### config.mk
export PLATFORM = sky130hd
export DESIGN_NAME = mie_core
export DESIGN_NICKNAME = d
export VERILOG_FILES = /design/src/verilog/mie_pkg.sv /design/src/verilog/mie_core.sv
export VERILOG_INCLUDE_DIRS = /design/src /design/src/verilog
export SDC_FILE = /design/constraint.sdc
export NUM_CORES = 1
export LEC_CHECK = 0
export BUFFER_PORTS_ARGS = -buffer_cell sky130_fd_sc_hd__buf_2
export CAP_MARGIN = 30
export CORE_MARGIN = 1
export CORE_UTILIZATION = 45
export DETAILED_ROUTE_END_ITERATION = 12
export PLACE_DENSITY_LB_ADDON = 0.08
export SKIP_CTS_REPAIR_TIMING = 1
export SYNTH_ARGS = -nofsm -noshare
export SYNTH_HDL_FRONTEND = slang
export SYNTH_SLANG_ARGS = --single-unit
### constraint.sdc
create_clock -name clk_sys_in -period 5.6 [get_ports clk_sys_in]
set_input_delay 1.68 -clock clk_sys_in [delete_from_list [all_inputs] [get_ports clk_sys_in]]
set_output_delay 1.68 -clock clk_sys_in [all_outputs]
set_load 0.02 [all_outputs]
### src/verilog/mie_cfg.svh
// offsets, field positions, reset values and timing counts of the execute core
// assumed to be included by the core module only
`ifndef MIE_CFG_SVH
`define MIE_CFG_SVH

// ----------------------------------------------------------------
// timing
// ----------------------------------------------------------------
`define CLK_PERIOD_NS 40
`define ICYC_CLKS     4'h4
`define CNT_W         4

// ----------------------------------------------------------------
// storage sizes
// ----------------------------------------------------------------
`define PC_W    12
`define MEM_AW  5
`define MEM_DEP 32
`define STK_AW  3
`define STK_DEP 8
`define PCL_IDX 5'h02
`define PC_RST  12'h000

// ----------------------------------------------------------------
// watchdog
// ----------------------------------------------------------------
`define WDT_PS_W 4
`define WDT_PS_MAX 4'hF
`define WDT_MAX  8'hFF

// ----------------------------------------------------------------
// register map and status field positions
// ----------------------------------------------------------------
`define REG_ACC    8'h00
`define REG_STATUS 8'h01
`define REG_PCL    8'h02
`define REG_PCH    8'h03
`define REG_WDT    8'h04
`define MEM_WIN    3'h4
`define FLG_C   0
`define FLG_AC  1
`define FLG_Z   2
`define FLG_OV  3
`define FLG_PDF 4
`define FLG_TO  5
`define FLG_PA  6
`define FLG_PB  7

`endif

### src/verilog/mie_pkg.sv
// types shared by the execute core and its bench
// assumes nothing of its surroundings
package mie_pkg;
  typedef enum logic [4:0] {
    OP_NOP, OP_ADC_A, OP_ADC_M, OP_ADD_A, OP_ADD_AI, OP_ADD_M,
    OP_AND_A, OP_AND_AI, OP_AND_M, OP_CALL, OP_CLR_M, OP_CLR_BIT,
    OP_CLR_WDT, OP_PRECLR_A, OP_PRECLR_B, OP_INV_M, OP_INV_A, OP_DAA,
    OP_DEC_M, OP_DEC_A, OP_INC_M, OP_INC_A, OP_HALT, OP_JMP
  } mie_op_type;
endpackage

### src/verilog/mie_core.sv
// execute core: accumulator, data memory, status flags, pc, stack, watchdog
// assumes an issuer that waits for ready_out and a register master on clk_sys_in
//
// Contract
// - adc to acc: acc plus byte plus carry
// - adc to memory: same sum into byte
// - add memory or immediate into accumulator
// - add to memory writes sum to byte
// - and into accumulator, only zero flag
// - and to memory, only zero flag
// - call pushes next pc, loads target
// - clear byte writes zero, flags kept
// - clear bit touches selected bit only
// - watchdog clear zeroes counter, pdf, timeout
// - preclear pair clears only when both ran
// - invert byte in place, zero flag
// - invert into accumulator, memory kept
// - decimal adjust low nibble rule
// - decimal adjust high nibble, result to memory
// - decrement to memory or accumulator, zero flag
// - increment to memory or accumulator, zero flag
// - halt stops execution, pc plus one
// - halt clears watchdog, sets pdf, clears timeout
// - jump loads target, stack untouched
// - pc low destination adds one cycle
//
// Added by the designer: the address-and-strobe port and the placing of the registers.
`timescale 1ns/10ps
`include "mie_cfg.svh"

module mie_core import mie_pkg::*; (
  input  wire logic              clk_sys_in,   // system clock
  input  wire logic              rstn_in,      // async reset, low
  input  wire logic              instr_valid_in, // instruction offered
  input  wire mie_op_type        instr_op_in,  // operation
  input  wire logic [`MEM_AW-1:0] instr_addr_in, // data memory index
  input  wire logic [7:0]        instr_imm_in, // immediate byte
  input  wire logic [2:0]        instr_bit_in, // bit select
  input  wire logic [`PC_W-1:0]  instr_target_in, // branch target
  output logic                   ready_out,    // instruction may issue
  output logic [7:0]             acc_out,      // accumulator
  output logic [7:0]             status_out,   // flag byte
  output logic [`PC_W-1:0]       pc_out,       // program counter
  output logic                   halted_out,   // power-down state
  input  wire logic [7:0]        addr_in,      // register address
  input  wire logic [7:0]        wr_data_in,   // write data
  input  wire logic              wr_in,        // write strobe
  input  wire logic              rd_in,        // read strobe
  output logic [7:0]             rd_data_out   // read data, next cycle
);

  // ----------------------------------------------------------------
  // state
  // ----------------------------------------------------------------
  logic [7:0]          accumulator_reg;       // accumulator
  logic [7:0]          mem_ff [`MEM_DEP];     // data memory
  logic [`PC_W-1:0]    pc_ff;                 // program counter
  logic [`PC_W-1:0]    stk_ff [`STK_DEP];     // return stack
  logic [`STK_AW-1:0]  sp_ff;                 // stack pointer
  logic                c_ff;                  // carry
  logic                aux_carry_flag;        // carry out of bit 3
  logic                z_ff;                  // zero
  logic                overflow_flag;         // signed overflow
  logic                powerdown_flag;        // set by halt
  logic                watchdog_timeout_flag; // watchdog expired
  logic                pa_ff;                 // preclear a has run
  logic                pb_ff;                 // preclear b has run
  logic [7:0]          watchdog_counter;      // watchdog count
  logic [`WDT_PS_W-1:0] ps_ff;                // watchdog prescaler
  logic [`CNT_W-1:0]   cnt_ff;                // clocks left in instruction
  logic                halted_ff;             // execution stopped

  // ----------------------------------------------------------------
  // operand fetch and alu
  // ----------------------------------------------------------------
  logic                issue;      // instruction taken this edge
  logic                pcl_hit;    // operand index aliases pc low byte
  logic [7:0]          mem_rd;     // addressed byte
  logic [7:0]          opnd;       // second operand
  logic                cin;        // carry into adder
  logic [8:0]          sum9;       // adder result with carry out
  logic [4:0]          lo5;        // low nibble sum, bit 4 is aux carry
  logic [7:0]          res;        // result byte
  logic                wr_acc;     // result goes to accumulator
  logic                wr_dst;     // result goes to memory byte
  logic                upd_add;    // update ov, ac, c
  logic                upd_z;      // update zero
  logic                upd_cd;     // decimal adjust may set carry
  logic [`CNT_W-1:0]   icyc;       // instruction cycles
  logic                dlo_adj;    // low nibble needs adjust
  logic                nibble_adjust_carry; // carry into high nibble
  logic [4:0]          hi5;        // high nibble plus nibble carry
  logic                dhi_adj;    // high nibble needs adjust
  logic                wd_clear;   // watchdog clear this edge
  logic                bus_mem;    // bus address in memory window

  assign issue   = instr_valid_in && ready_out;
  assign pcl_hit = (instr_addr_in == `PCL_IDX);
  assign mem_rd  = pcl_hit ? pc_ff[7:0] : mem_ff[instr_addr_in];
  assign bus_mem = (addr_in[7:`MEM_AW] == `MEM_WIN);

  // one combinational decode; every path assigns every output
  always_comb begin
    opnd = (instr_op_in == OP_ADD_AI || instr_op_in == OP_AND_AI) ? instr_imm_in : mem_rd;
    cin  = (instr_op_in == OP_ADC_A || instr_op_in == OP_ADC_M) && c_ff;
    sum9 = {1'b0, accumulator_reg} + {1'b0, opnd} + {8'h00, cin};
    lo5  = {1'b0, accumulator_reg[3:0]} + {1'b0, opnd[3:0]} + {4'h0, cin};
    // decimal adjust works on the accumulator, result lands in memory
    dlo_adj = (accumulator_reg[3:0] > 4'h9) || aux_carry_flag;
    nibble_adjust_carry = dlo_adj && !aux_carry_flag;
    hi5     = {1'b0, accumulator_reg[7:4]} + {4'h0, nibble_adjust_carry};
    dhi_adj = (hi5 > 5'h09) || c_ff;
    res     = 8'h00;
    wr_acc  = 1'b0;
    wr_dst  = 1'b0;
    upd_add = 1'b0;
    upd_z   = 1'b0;
    upd_cd  = 1'b0;
    icyc    = 4'h1;
    case (instr_op_in)
      OP_ADC_A, OP_ADD_A, OP_ADD_AI: begin
        res = sum9[7:0]; wr_acc = 1'b1; upd_add = 1'b1; upd_z = 1'b1;
      end
      OP_ADC_M, OP_ADD_M: begin
        res = sum9[7:0]; wr_dst = 1'b1; upd_add = 1'b1; upd_z = 1'b1;
      end
      OP_AND_A, OP_AND_AI: begin
        res = accumulator_reg & opnd; wr_acc = 1'b1; upd_z = 1'b1;
      end
      OP_AND_M: begin
        res = accumulator_reg & opnd; wr_dst = 1'b1; upd_z = 1'b1;
      end
      OP_CLR_M:   begin res = 8'h00; wr_dst = 1'b1; end
      OP_CLR_BIT: begin
        res = mem_rd & ~(8'h01 << instr_bit_in); wr_dst = 1'b1;
      end
      OP_INV_M:   begin res = ~mem_rd; wr_dst = 1'b1; upd_z = 1'b1; end
      OP_INV_A:   begin res = ~mem_rd; wr_acc = 1'b1; upd_z = 1'b1; end
      OP_DAA: begin
        res[3:0] = dlo_adj ? accumulator_reg[3:0] + 4'h6 : accumulator_reg[3:0];
        res[7:4] = dhi_adj ? hi5[3:0] + 4'h6 : hi5[3:0];
        wr_dst = 1'b1; upd_cd = dhi_adj;
      end
      OP_DEC_M: begin res = mem_rd - 8'h01; wr_dst = 1'b1; upd_z = 1'b1; end
      OP_DEC_A: begin res = mem_rd - 8'h01; wr_acc = 1'b1; upd_z = 1'b1; end
      OP_INC_M: begin res = mem_rd + 8'h01; wr_dst = 1'b1; upd_z = 1'b1; end
      OP_INC_A: begin res = mem_rd + 8'h01; wr_acc = 1'b1; upd_z = 1'b1; end
      OP_CALL, OP_JMP: icyc = 4'h2;
      default: icyc = 4'h1;  // watchdog, halt and nop touch no data path
    endcase
    if (wr_dst && pcl_hit) begin
      icyc = icyc + 4'h1;
    end
  end

  // ----------------------------------------------------------------
  // instruction timing and power-down
  // ----------------------------------------------------------------
  // results commit on the issue edge; the counter only paces the issuer
  always_ff @(posedge clk_sys_in or negedge rstn_in) begin
    if (!rstn_in) begin
      cnt_ff <= 4'h0;
    end else if (issue) begin
      cnt_ff <= icyc * `ICYC_CLKS - 4'h1;
    end else if (cnt_ff != 4'h0) begin
      cnt_ff <= cnt_ff - 4'h1;
    end
  end

  // halt holds until reset: the clock it would stop belongs to the chip
  always_ff @(posedge clk_sys_in or negedge rstn_in) begin
    if (!rstn_in) begin
      halted_ff <= 1'b0;
    end else if (issue && instr_op_in == OP_HALT) begin
      halted_ff <= 1'b1;
    end
  end

  assign ready_out = (cnt_ff == 4'h0) && !halted_ff;

  // ----------------------------------------------------------------
  // program counter and stack
  // ----------------------------------------------------------------
  always_ff @(posedge clk_sys_in or negedge rstn_in) begin
    if (!rstn_in) begin
      pc_ff <= `PC_RST;
    end else if (issue) begin
      if (instr_op_in == OP_CALL || instr_op_in == OP_JMP) begin
        pc_ff <= instr_target_in;
      end else if (wr_dst && pcl_hit) begin
        pc_ff <= {pc_ff[`PC_W-1:8], res};
      end else begin
        pc_ff <= pc_ff + 12'h001;
      end
    end
  end

  // the stack wraps when overfilled, like a small hardware stack would
  always_ff @(posedge clk_sys_in or negedge rstn_in) begin
    if (!rstn_in) begin
      sp_ff <= 3'h0;
      for (int i = 0; i < `STK_DEP; i++) begin
        stk_ff[i] <= `PC_RST;
      end
    end else if (issue && instr_op_in == OP_CALL) begin
      stk_ff[sp_ff] <= pc_ff + 12'h001;
      sp_ff         <= sp_ff + 3'h1;
    end
  end

  // ----------------------------------------------------------------
  // accumulator and data memory
  // ----------------------------------------------------------------
  // an instruction write beats a bus write in the same cycle
  always_ff @(posedge clk_sys_in or negedge rstn_in) begin
    if (!rstn_in) begin
      accumulator_reg <= 8'h00;
    end else if (issue && wr_acc) begin
      accumulator_reg <= res;
    end else if (wr_in && addr_in == `REG_ACC) begin
      accumulator_reg <= wr_data_in;
    end
  end

  for (genvar i = 0; i < `MEM_DEP; i++) begin : g_mem
    always_ff @(posedge clk_sys_in or negedge rstn_in) begin
      if (!rstn_in) begin
        mem_ff[i] <= 8'h00;
      end else if (issue && wr_dst && !pcl_hit && instr_addr_in == `MEM_AW'(i)) begin
        mem_ff[i] <= res;
      end else if (wr_in && bus_mem && addr_in[`MEM_AW-1:0] == `MEM_AW'(i)) begin
        mem_ff[i] <= wr_data_in;
      end
    end
  end

  // ----------------------------------------------------------------
  // arithmetic flags
  // ----------------------------------------------------------------
  always_ff @(posedge clk_sys_in or negedge rstn_in) begin
    if (!rstn_in) begin
      c_ff           <= 1'b0;
      aux_carry_flag <= 1'b0;
      z_ff           <= 1'b0;
      overflow_flag  <= 1'b0;
    end else if (issue) begin
      if (upd_add) begin
        c_ff           <= sum9[8];
        aux_carry_flag <= lo5[4];
        overflow_flag  <= (accumulator_reg[7] == opnd[7]) && (sum9[7] != opnd[7]);
      end
      if (upd_cd) begin
        c_ff <= 1'b1;
      end
      if (upd_z) begin
        z_ff <= (res == 8'h00);
      end
    end else if (wr_in && addr_in == `REG_STATUS) begin
      c_ff           <= wr_data_in[`FLG_C];
      aux_carry_flag <= wr_data_in[`FLG_AC];
      z_ff           <= wr_data_in[`FLG_Z];
      overflow_flag  <= wr_data_in[`FLG_OV];
    end
  end

  // ----------------------------------------------------------------
  // watchdog
  // ----------------------------------------------------------------
  // a preclear completes when the other half has already been recorded
  assign wd_clear = issue && (instr_op_in == OP_CLR_WDT
                  || (instr_op_in == OP_PRECLR_A && pb_ff)
                  || (instr_op_in == OP_PRECLR_B && pa_ff));

  always_ff @(posedge clk_sys_in or negedge rstn_in) begin
    if (!rstn_in) begin
      pa_ff <= 1'b0;
      pb_ff <= 1'b0;
    end else if (wd_clear) begin
      pa_ff <= 1'b0;
      pb_ff <= 1'b0;
    end else if (issue && instr_op_in == OP_PRECLR_A) begin
      pa_ff <= 1'b1;
    end else if (issue && instr_op_in == OP_PRECLR_B) begin
      pb_ff <= 1'b1;
    end
  end

  // counting stops while halted since the system clock would be off
  always_ff @(posedge clk_sys_in or negedge rstn_in) begin
    if (!rstn_in) begin
      ps_ff            <= 4'h0;
      watchdog_counter <= 8'h00;
    end else if (wd_clear || (issue && instr_op_in == OP_HALT)) begin
      ps_ff            <= 4'h0;
      watchdog_counter <= 8'h00;
    end else if (!halted_ff) begin
      ps_ff <= ps_ff + 4'h1;
      if (ps_ff == `WDT_PS_MAX) begin
        watchdog_counter <= watchdog_counter + 8'h01;
      end
    end
  end

  // expiry wins over a clear landing in the same cycle
  always_ff @(posedge clk_sys_in or negedge rstn_in) begin
    if (!rstn_in) begin
      watchdog_timeout_flag <= 1'b0;
      powerdown_flag        <= 1'b0;
    end else begin
      if (!halted_ff && ps_ff == `WDT_PS_MAX && watchdog_counter == `WDT_MAX) begin
        watchdog_timeout_flag <= 1'b1;
      end else if (wd_clear || (issue && instr_op_in == OP_HALT)) begin
        watchdog_timeout_flag <= 1'b0;
      end
      if (issue && instr_op_in == OP_HALT) begin
        powerdown_flag <= 1'b1;
      end else if (wd_clear) begin
        powerdown_flag <= 1'b0;
      end
    end
  end

  // ----------------------------------------------------------------
  // register port and outputs
  // ----------------------------------------------------------------
  always_comb begin
    status_out = 8'h00;
    status_out[`FLG_C]   = c_ff;
    status_out[`FLG_AC]  = aux_carry_flag;
    status_out[`FLG_Z]   = z_ff;
    status_out[`FLG_OV]  = overflow_flag;
    status_out[`FLG_PDF] = powerdown_flag;
    status_out[`FLG_TO]  = watchdog_timeout_flag;
    status_out[`FLG_PA]  = pa_ff;
    status_out[`FLG_PB]  = pb_ff;
  end

  // unmapped addresses read as zero; data stands one cycle only
  always_ff @(posedge clk_sys_in or negedge rstn_in) begin
    if (!rstn_in) begin
      rd_data_out <= 8'h00;
    end else if (!rd_in) begin
      rd_data_out <= 8'h00;
    end else if (bus_mem) begin
      rd_data_out <= mem_ff[addr_in[`MEM_AW-1:0]];
    end else begin
      case (addr_in)
        `REG_ACC:    rd_data_out <= accumulator_reg;
        `REG_STATUS: rd_data_out <= status_out;
        `REG_PCL:    rd_data_out <= pc_ff[7:0];
        `REG_PCH:    rd_data_out <= {4'h0, pc_ff[`PC_W-1:8]};
        `REG_WDT:    rd_data_out <= watchdog_counter;
        default:     rd_data_out <= 8'h00;
      endcase
    end
  end

  assign acc_out    = accumulator_reg;
  assign pc_out     = pc_ff;
  assign halted_out = halted_ff;
endmodule // mie_core

# Yosys cells after proc, flatten, opt, wreduce, memory -nomap -nowiden
# Cells that the tools add are included.
# Widths: inputs -> output; s select.
[word_totals]
reg_bits = 309
word_cells = 448
[op_classes]
magnitude_cmp = 4
n_shift = 1
n_reduce_logical = 156
add_sub_neg = 15
mux = 118
bitwise = 6
eq_ne = 100
[op_table]
columns = ["op", "n"]
rows = [
  ["$mux 8", 77],
  ["$eq 5x5->1 const B", 40],
  ["$eq 5x4->1 const B", 24],
  ["$logic_and 1x1->1", 84],
  ["$bmux 8 s5", 2],
  ["$reduce_bool 2->1", 40],
  ["$eq 5x3->1 const B", 12],
  ["$pmux 8 s7", 1],
  ["$pmux 8 s5", 1],
  ["$eq 5x2->1 const B", 6],
  ["$mux 1", 27],
  ["$mux 12", 2],
  ["$mux 4", 6],
  ["$add 8x1->8 const B", 2],
  ["$and 8x8->8", 2],
  ["$eq 8x2->1 const B", 2],
  ["$logic_not 8->1", 2],
  ["$not 8->8", 2],
  ["$eq 5x1->1 const B", 3],
  ["$reduce_or 14->1", 1],
  ["$add 12x1->12 const B", 1],
  ["$ge 6x6->1 const B", 2],
  ["$not 5->6", 2],
  ["$reduce_and 2->1", 6],
  ["34 further kinds", 53],
]

# Longest topological paths before layout
# Gate-level depths: netlist (run 1).
[logic_depth]
ltp_word = 12
mapped_depth = 22
mapped_depth_nobuf = 16

# Worst setup path before layout (run 1)
# Ideal clock, no wire load.
[synth_path]
path_type = "input port to flip-flop"
from = "input instr_addr_in[0]"
to = "register mem_ff[15] in the netlist's numbering"
required_time_ns = 5.463
t_arrival_ns = 5.812
path_stages = 21
n_path_buf = 6
setup_time_ns = 0.137
setup_slack_ns = -0.349
path_cell_list = "buf_6 buf_8 buf_12 buf_6 mux4_2 mux4_2 nand2_1 a21oi_2 mux2i_1 inv_1 ha_1 nor2b_1 o21a_1 o211a_1 o211a_1 or3_1 a31oi_1 and3_1 clkbuf_1 clkbuf_1 a21oi_1"
[synth_via]
elab_chain_cells = 10
[synth_rtl]
columns = ["element", "line_no", "source"]
rows = [
  ["from (decl)", "mie_core.sv:36", "input wire logic [`MEM_AW-1:0] instr_addr_in,"],
  ["$not 5->6 (implied by the code)", "mie_core.sv:99", "assign mem_rd = pcl_hit ? pc_ff[7:0] : mem_ff[instr_addr_in];"],
  ["$bmux 8 s5", "mie_core.sv:99", ""],
  ["$mux 8 (implied by the code) (2 in a row)", "mie_core.sv:99", ""],
  ["$mux 8", "mie_core.sv:99", ""],
  ["$mux 8", "mie_core.sv:104", "opnd = (instr_op_in == OP_ADD_AI || instr_op_in == OP_AND_AI) ? instr_imm_in : mem_rd;"],
  ["$add 8x8->9", "mie_core.sv:106", "sum9 = {1'b0, accumulator_reg} + {1'b0, opnd} + {8'h00, cin};"],
  ["$add 9x1->9", "mie_core.sv:106", ""],
  ["$pmux 8 s7", "mie_core.sv:120", "case (instr_op_in)"],
  ["$mux 8", "mie_core.sv:229", "end else if (issue && wr_dst && !pcl_hit && instr_addr_in == `MEM_AW'(i)) begin"],
  ["to (signal, indexed assignment)", "mie_core.sv:230", "mem_ff[i] <= res;"],
  ["to (signal, indexed assignment)", "mie_core.sv:232", "mem_ff[i] <= wr_data_in;"],
  ["to (decl)", "mie_core.sv:56", "logic [7:0] mem_ff [`MEM_DEP];"],
]
# Parallel ways exist; a longest one is shown, timed or not. The select of a mux whose other input is x is not followed.
# A chain may end at the register's enable or synchronous reset.

# Worst setup path in the final report (run 1)
[layout_path]
from = "input instr_addr_in[1]"
to = "register z_ff"
[layout_via]
elab_chain_cells = 12
[layout_rtl]
columns = ["element", "line_no", "source"]
rows = [
  ["$not 5->6 (implied by the code)", "mie_core.sv:99", ""],
  ["$bmux 8 s5", "mie_core.sv:99", ""],
  ["$mux 8 (implied by the code) (2 in a row)", "mie_core.sv:99", ""],
  ["$mux 8 *", "mie_core.sv:99", ""],
  ["$mux 8", "mie_core.sv:104", ""],
  ["$add 8x8->9", "mie_core.sv:106", ""],
  ["$add 9x1->9", "mie_core.sv:106", ""],
  ["$pmux 8 s7 *", "mie_core.sv:120", ""],
  ["$logic_not 8->1 *", "mie_core.sv:256", "z_ff <= (res == 8'h00);"],
  ["$mux 1 *", "mie_core.sv:255", "if (upd_z) begin"],
  ["$mux 1 *", "mie_core.sv:246", "end else if (issue) begin"],
  ["to (signal assigned)", "mie_core.sv:256", ""],
  ["to (signal assigned)", "mie_core.sv:261", "z_ff <= wr_data_in[`FLG_Z];"],
  ["to (decl)", "mie_core.sv:62", "logic z_ff;"],
]
# Every way passes the cells marked *; elsewhere a longest branch is shown, timed or not. The select of a mux whose other input is x is not followed.

==> flow_metrics.tcl, run 1 <==
set metrics [dict create \
    cts_inserted_buffers 38 \
    htreeDepth 2 \
    syn2layout_area_growth_pct 16.3 \
    drive_gt1_share_pct 27.6 \
    hold_viol 0 \
    vias 17800 \
    fin_crit_sh_pct 95.4 \
    path_cells "buf_2, buf_4, buf_4, mux4_2, mux2i_1, a22oi_1, nand2_1, a21oi_1, ha_1, o21a_1, buf_4, or3_1, a311oi_2, o211ai_1, a31oi_4, or3b_1, o31ai_2" \
    ir_drop_v 0.000374 \
    nNetsFinal 2308 \
    register_area_um2 7730 \
    gp_congestion 0.926 \
    drt.antenna.violating_nets 0 \
    yosysTopAreaCell "dfrtp_1" \
    leakage_nw 11.0 \
    dieWidth_um 219 \
    slew_headroom_pct 34.5 \
    cts.sinks 309 \
    wirelength_um 74600 \
    cts_tree "done" \
    fmax_ghz 0.187 \
    grt_max_degree 92 \
    wl_per_cell_um 26.1 \
    worstMarginPinSlew_ns 0.983 \
    synth_edf_count 0 \
    synth_top_cells_by_area "dfrtp_1 (36%), mux4_2 (14%), mux2i_1 (9.2%)" \
    grt_use_total_pct 31.7 \
    clk_pin_slew_ns 0.06 \
    slew_viol_final 0 \
    grt_antenna_before_repair 1 \
    grt_pass1_vias 17300 \
    min_path_type "reg2reg" \
    yosysWarnings 0 \
    crit_path_end_kind "register" \
    place_hpwl_um 53200 \
    cp.arrival_ns 5.80 \
    first_iter_violations 1768 \
    die_h_um 219 \
    setup.worst_path.class "in2reg" \
    io-pin-count 92 \
    cp.required_ns 6.06 \
    syn_area_um2 21200 \
    place_area_um2 23300 \
    finalInstanceArea_um2 24700 \
    die_area_um2 48000 \
    finalSetupViolations 0 \
    max-cap-violations 0 \
    status "completed" \
    syn_inst 2097 \
    synth_top_area_share_pct 36.4 \
    synthArstFlopShare_pct 100 \
    grt_pass1_wl_um 113000 \
    gr-total-overflow 0 \
    cts_root_buf "clkbuf_16" \
    reg2reg_slack_ns 1.25 \
    synth_cell_type_count 85 \
    synthFlopType "dfrtp_1" \
    clkLatencyLatePin_ns 0.58 \
    drc_errors 0 \
    avgSynthCellArea_um2 10.1 \
    syn-num-nets 2178 \
    drtPass1Iterations 6 \
    worst_path_max_delay_cell "a22oi_1" \
    ys_seq_elements 309 \
    powerDensity_nw_per_um2 317 \
    fp-row-count 79 \
    start_util_pct 45.6 \
    cp-start-kind "primary input" \
    multiInputGateArea_um2 12600 \
    skew_ns 0.0379 \
    io_buffer_count 91 \
    clk_path_buf_depth 3 \
    yosysSeqAreaShare_pct 36.4 \
    via_per_inst 6.21 \
    rsz0062_at_grt "false" \
    fill_cells 4107 \
    fp.coreArea_um2 46600 \
    worst-path-max-fanout 13 \
    cpMostUsedCell "buf_4" \
    n_antenna_cell 0 \
    power_mw 7.82 \
    cpPeakStageDelay_ns 0.44 \
    post-route-min-period_ns 5.34 \
]
## cells in the mapped netlist (9+ instances only)
cell type	n
nand2b_1	23
nor3_1	34
inv_1	24
mux2_2	90
buf_4	15
o21ai_0	149
a211oi_1	39
a221oi_1	9
a31oi_1	9
buf_1	15
a22oi_1	10
ha_1	24
or3_1	15
buf_2	25
nor2b_1	64
xnor2_1	12
nand2_1	228
mux4_2	136
o21ai_1	30
nand3_1	28
and3_1	16
mux2i_1	195
a21oi_1	156
clkbuf_1	125
dfrtp_1	309
xor2_1	13
nor2_1	161
## final timing paths
kind | start | to | cells past startpoint
max | instr_addr_in[1] | z_ff | 17
min | mem_ff[235] | mem_ff[235] | 1
max reg2reg | mem_ff[225] | z_ff | 16
min reg2reg | mem_ff[235] | mem_ff[235] | 1
max in group asynchronous | rstn_in | mem_ff[145] | 2
min in group asynchronous | rstn_in | acc_out[0] | 1
## layout make-up
cell class	instances	share of cell area, %
Tap cell	607	3.08
Timing Repair Buffer	281	8.70
Inverter	24	0.365
Clock inverter	11	0.644
Sequential cell	309	31.3
Clock buffer	57	4.75
Multi-Input combinational cell	1573	51.1
## where the power goes
group          leakage (nW)  switching, mW  internal, mW
sequential             4.20          0.420          2.54
combinational          6.14           1.20          1.02
clock                 0.656           1.05          1.59
## worst max-delay path: cells and delay by family
family	cells	cell delay, ns
AO/OA/AOI/OAI	7	1.72
adder cells (fa/ha/maj)	1	0.27
buffers and inverters	4	0.89
multiplexers	2	0.25
AND/OR/NAND/NOR	3	1.00
## cell usage in the layout (no fill, tap or decap), types with 28 or more instances in the layout
| cell | count |
|---|---|
| a211oi_1 | 38 |
| a21oi_1 | 137 |
| buf_2 | 87 |
| buf_4 | 171 |
| clkbuf_16 | 39 |
| dfrtp_1 | 309 |
| mux2_2 | 90 |
| mux2i_1 | 195 |
| mux4_2 | 136 |
| nand2_1 | 228 |
| nand3_1 | 28 |
| nor2_1 | 161 |
| nor2b_1 | 64 |
| nor3_1 | 33 |
| o21ai_0 | 148 |
| o21ai_1 | 31 |
## routing by layer
layer / wire length (um) / up-vias / global-route usage [%]
li1: - / 7978 / -
met1: 32100 / 8947 / 43.8
met2: 34600 / 712 / 50.1
met3: 5440 / 124 / 5.61
met4: 2550 / 2 / 11.0
met5: 14 / - / 0
## flip-flops by register name (all words and copies together) (netlist names)
name and flops:
acc_out 8, aux_carry_flag 1, c_ff 1, cnt_ff 4
halted_out 1, mem_ff 256, overflow_flag 1, pa_ff 1
pb_ff 1, pc_out 12, powerdown_flag 1, ps_ff 4
rd_data_out 8, watchdog_counter 8, watchdog_timeout_flag 1, z_ff 1
## stage by stage
step | std cells | hold WS, ns | setup TNS, ns | setup slack [ns] | util, %
2_1_floorplan | 2097 | 0.468 | -2.73 | -0.187 | -
3_3_place_gp | 2790 | 0.484 | -61.45 | -0.596 | 50.0
6_report | 2862 | 0.509 | 0 | 0.260 | 53.0
3_5_place_dp | 2794 | 0.497 | -68.01 | -0.561 | 50.1
4_1_cts | 2862 | 0.510 | 0 | 0.00913 | 53.0
5_1_grt | 2862 | 0.532 | 0 | 0.0257 | 53.0
## cell families (layout without fill, tap and decap cells)
kind of cell    count (synthesis)  in the layout  share of synthesized area (%)
compound gates                473            473                           13.3
xor+xnor                       25             25                           1.03
fa+ha+maj                      27             27                           1.70
buf+inv                       215            373                           4.75
flops                         309            309                           36.4
mux                           425            425                           28.9
simple gates                  623            623                           13.9
No activity file was read; power rests on OpenSTA's default activity.
==> run 2: changes to the inputs <==
--- a/config.mk
+++ b/config.mk
@@ -11,7 +11,7 @@
 export CORE_MARGIN = 1
 export CORE_UTILIZATION = 45
 export DETAILED_ROUTE_END_ITERATION = 12
-export PLACE_DENSITY_LB_ADDON = 0.08
+export PLACE_DENSITY = 0.6
 export SKIP_CTS_REPAIR_TIMING = 1
 export SYNTH_ARGS = -nofsm -noshare
 export SYNTH_HDL_FRONTEND = slang
==> run 2 against run 1 <==
Clock power shrank 5%. Register-to-register slack gained 0.05 ns. Wire length shrank 2.6%. Sequential power is essentially flat. Via count grew 0.93%.
==> flow_metrics.tcl, run 2 (same netlist as run 1, synthesis figures left out) <==
set metrics [dict create \
    status "completed" \
    powerDensity_nw_per_um2 312 \
    finalSetupViolations 0 \
    wirelength_um 72700 \
    grt_use_total_pct 30.7 \
    grt_max_degree 104 \
    cts_inserted_buffers 38 \
    die_h_um 219 \
    io_buffer_count 91 \
    largest_register_ffs 256 \
    via_per_inst 6.27 \
    clk_path_buf_depth 3 \
    hold_viol 0 \
    wl_per_cell_um 25.4 \
    worst-path-max-fanout 15 \
    worstMarginPinSlew_ns 0.957 \
    nNetsFinal 2307 \
    dieWidth_um 219 \
    leakage_nw 10.9 \
    start_util_pct 45.6 \
    fin_crit_sh_pct 96.1 \
    gr-total-overflow 0 \
    drive_gt1_share_pct 27.4 \
    grt_antenna_before_repair 1 \
    syn2layout_area_growth_pct 15.8 \
    die_area_um2 48000 \
    drtPass1Iterations 8 \
    crit_path_end_kind "register" \
    fp.coreArea_um2 46600 \
    fill_cells 4166 \
    drc_errors 0 \
    gp_congestion 0.962 \
    place_hpwl_um 52000 \
    finish.utilization_pct 52.8 \
    cts_root_buf "clkbuf_16" \
    grt_pass1_wl_um 110000 \
    fmax_ghz 0.186 \
    min_path_type "reg2reg" \
    layout_commonest_cell "dfrtp_1" \
    top_register "mem_ff" \
    holdWs_ns 0.510 \
    setup.worst_path.class "in2reg" \
    vias 17900 \
    slew_headroom_pct 36.2 \
    crit_path_start "instr_addr_in[0]" \
    max-cap-violations 0 \
    n_antenna_cell 0 \
    r2r-start "mem_ff[244]" \
    place_area_um2 23300 \
    cts_tree "done" \
    fp-row-count 79 \
    cp-start-kind "primary input" \
    rsz0062_at_grt "false" \
    cp.arrival_ns 5.80 \
    ir_drop_v 0.000259 \
    post-route-min-period_ns 5.38 \
    io-pin-count 92 \
    slew_viol_final 0 \
    clk_pin_slew_ns 0.06 \
    htreeDepth 2 \
    finalInstanceArea_um2 24600 \
    grt_pass1_vias 17200 \
    hold_start "mem_ff[239]" \
    skew_ns 0.0243 \
    first_iter_violations 1666 \
    clkLatencyLatePin_ns 0.57 \
    drt.antenna.violating_nets 0 \
    layout_common_cells "dfrtp_1 (309), nand2_1 (228), mux2i_1 (195), buf_4 (173), nor2_1 (161)" \
    cp.required_ns 6.02 \
    cts.sinks 309 \
    fin_tns_setup_ns 0 \
]
## run 2: cell count changes in the layout (fill, tap and decap cells not counted), moves of 2 or more
cell,previous run,this run
clkbuf_8,13,9
clkinv_2,4,7
buf_12,19,17
buf_4,171,173
clkbuf_1,5,7
clkinv_8,2,0
## run 2: worst paths after layout
path	endpoint	slack, ns	cells after the start
setup / recovery	mem_ff[148]	0.22	18
hold / removal	mem_ff[239]	0.51	1
setup reg to reg	mem_ff[148]	1.30	17
hold reg to reg	mem_ff[239]	0.51	1
max in group asynchronous	mem_ff[34]	3.46	2
min in group asynchronous	acc_out[1]	1.04	1
## run 2: worst max-delay path, cell delays in order
cell      delay [ns]
buf_4           0.23
buf_4           0.29
mux4_2          0.56
mux2i_1         0.33
a22oi_1         0.18
nand2_1         0.21
buf_4           0.16
inv_1           0.04
ha_1            0.29
nor2b_1         0.28
o31a_1          0.19
a21oi_1         0.07
a222oi_1        0.36
o21ai_1         0.19
a311oi_4        0.25
buf_4           0.21
buf_12          0.15
o21ai_0         0.10
## run 2: through the flow
step	setup WS [ns]	total power [mW]	std cells
floorplan	-0.187	4.26	2097
global placement	-0.555	5.09	2792
detailed placement	-0.526	5.16	2793
CTS	0.0595	7.68	2861
global route	0.00798	8.00	2861
finish	0.219	7.67	2861
## run 2: report_power, final
part	internal (mW)	total (mW)	leakage, nW	switching (mW)
logic	0.996	2.19	6.12	1.19
registers	2.54	2.97	4.20	0.426
clock network	1.50	2.51	0.624	1.01
## run 2: final cells by class
type,instances,area (um^2),share of cell area [%]
Multi-Input combinational cell,1573,12600,51.3
Clock buffer,55,1130,4.58
Inverter,24,90.1,0.367
Tap cell,607,759,3.09
Sequential cell,309,7730,31.5
Timing Repair Buffer,280,2110,8.59
Clock inverter,13,139,0.565
## run 2: layer usage
layer	wire, um	vias to the layer above	global-route usage, %
li1	-	7987	-
met1	30500	8992	41.9
met2	33300	800	48.2
met3	5840	150	5.64
met4	3040	0	12.3
met5	0	-	0
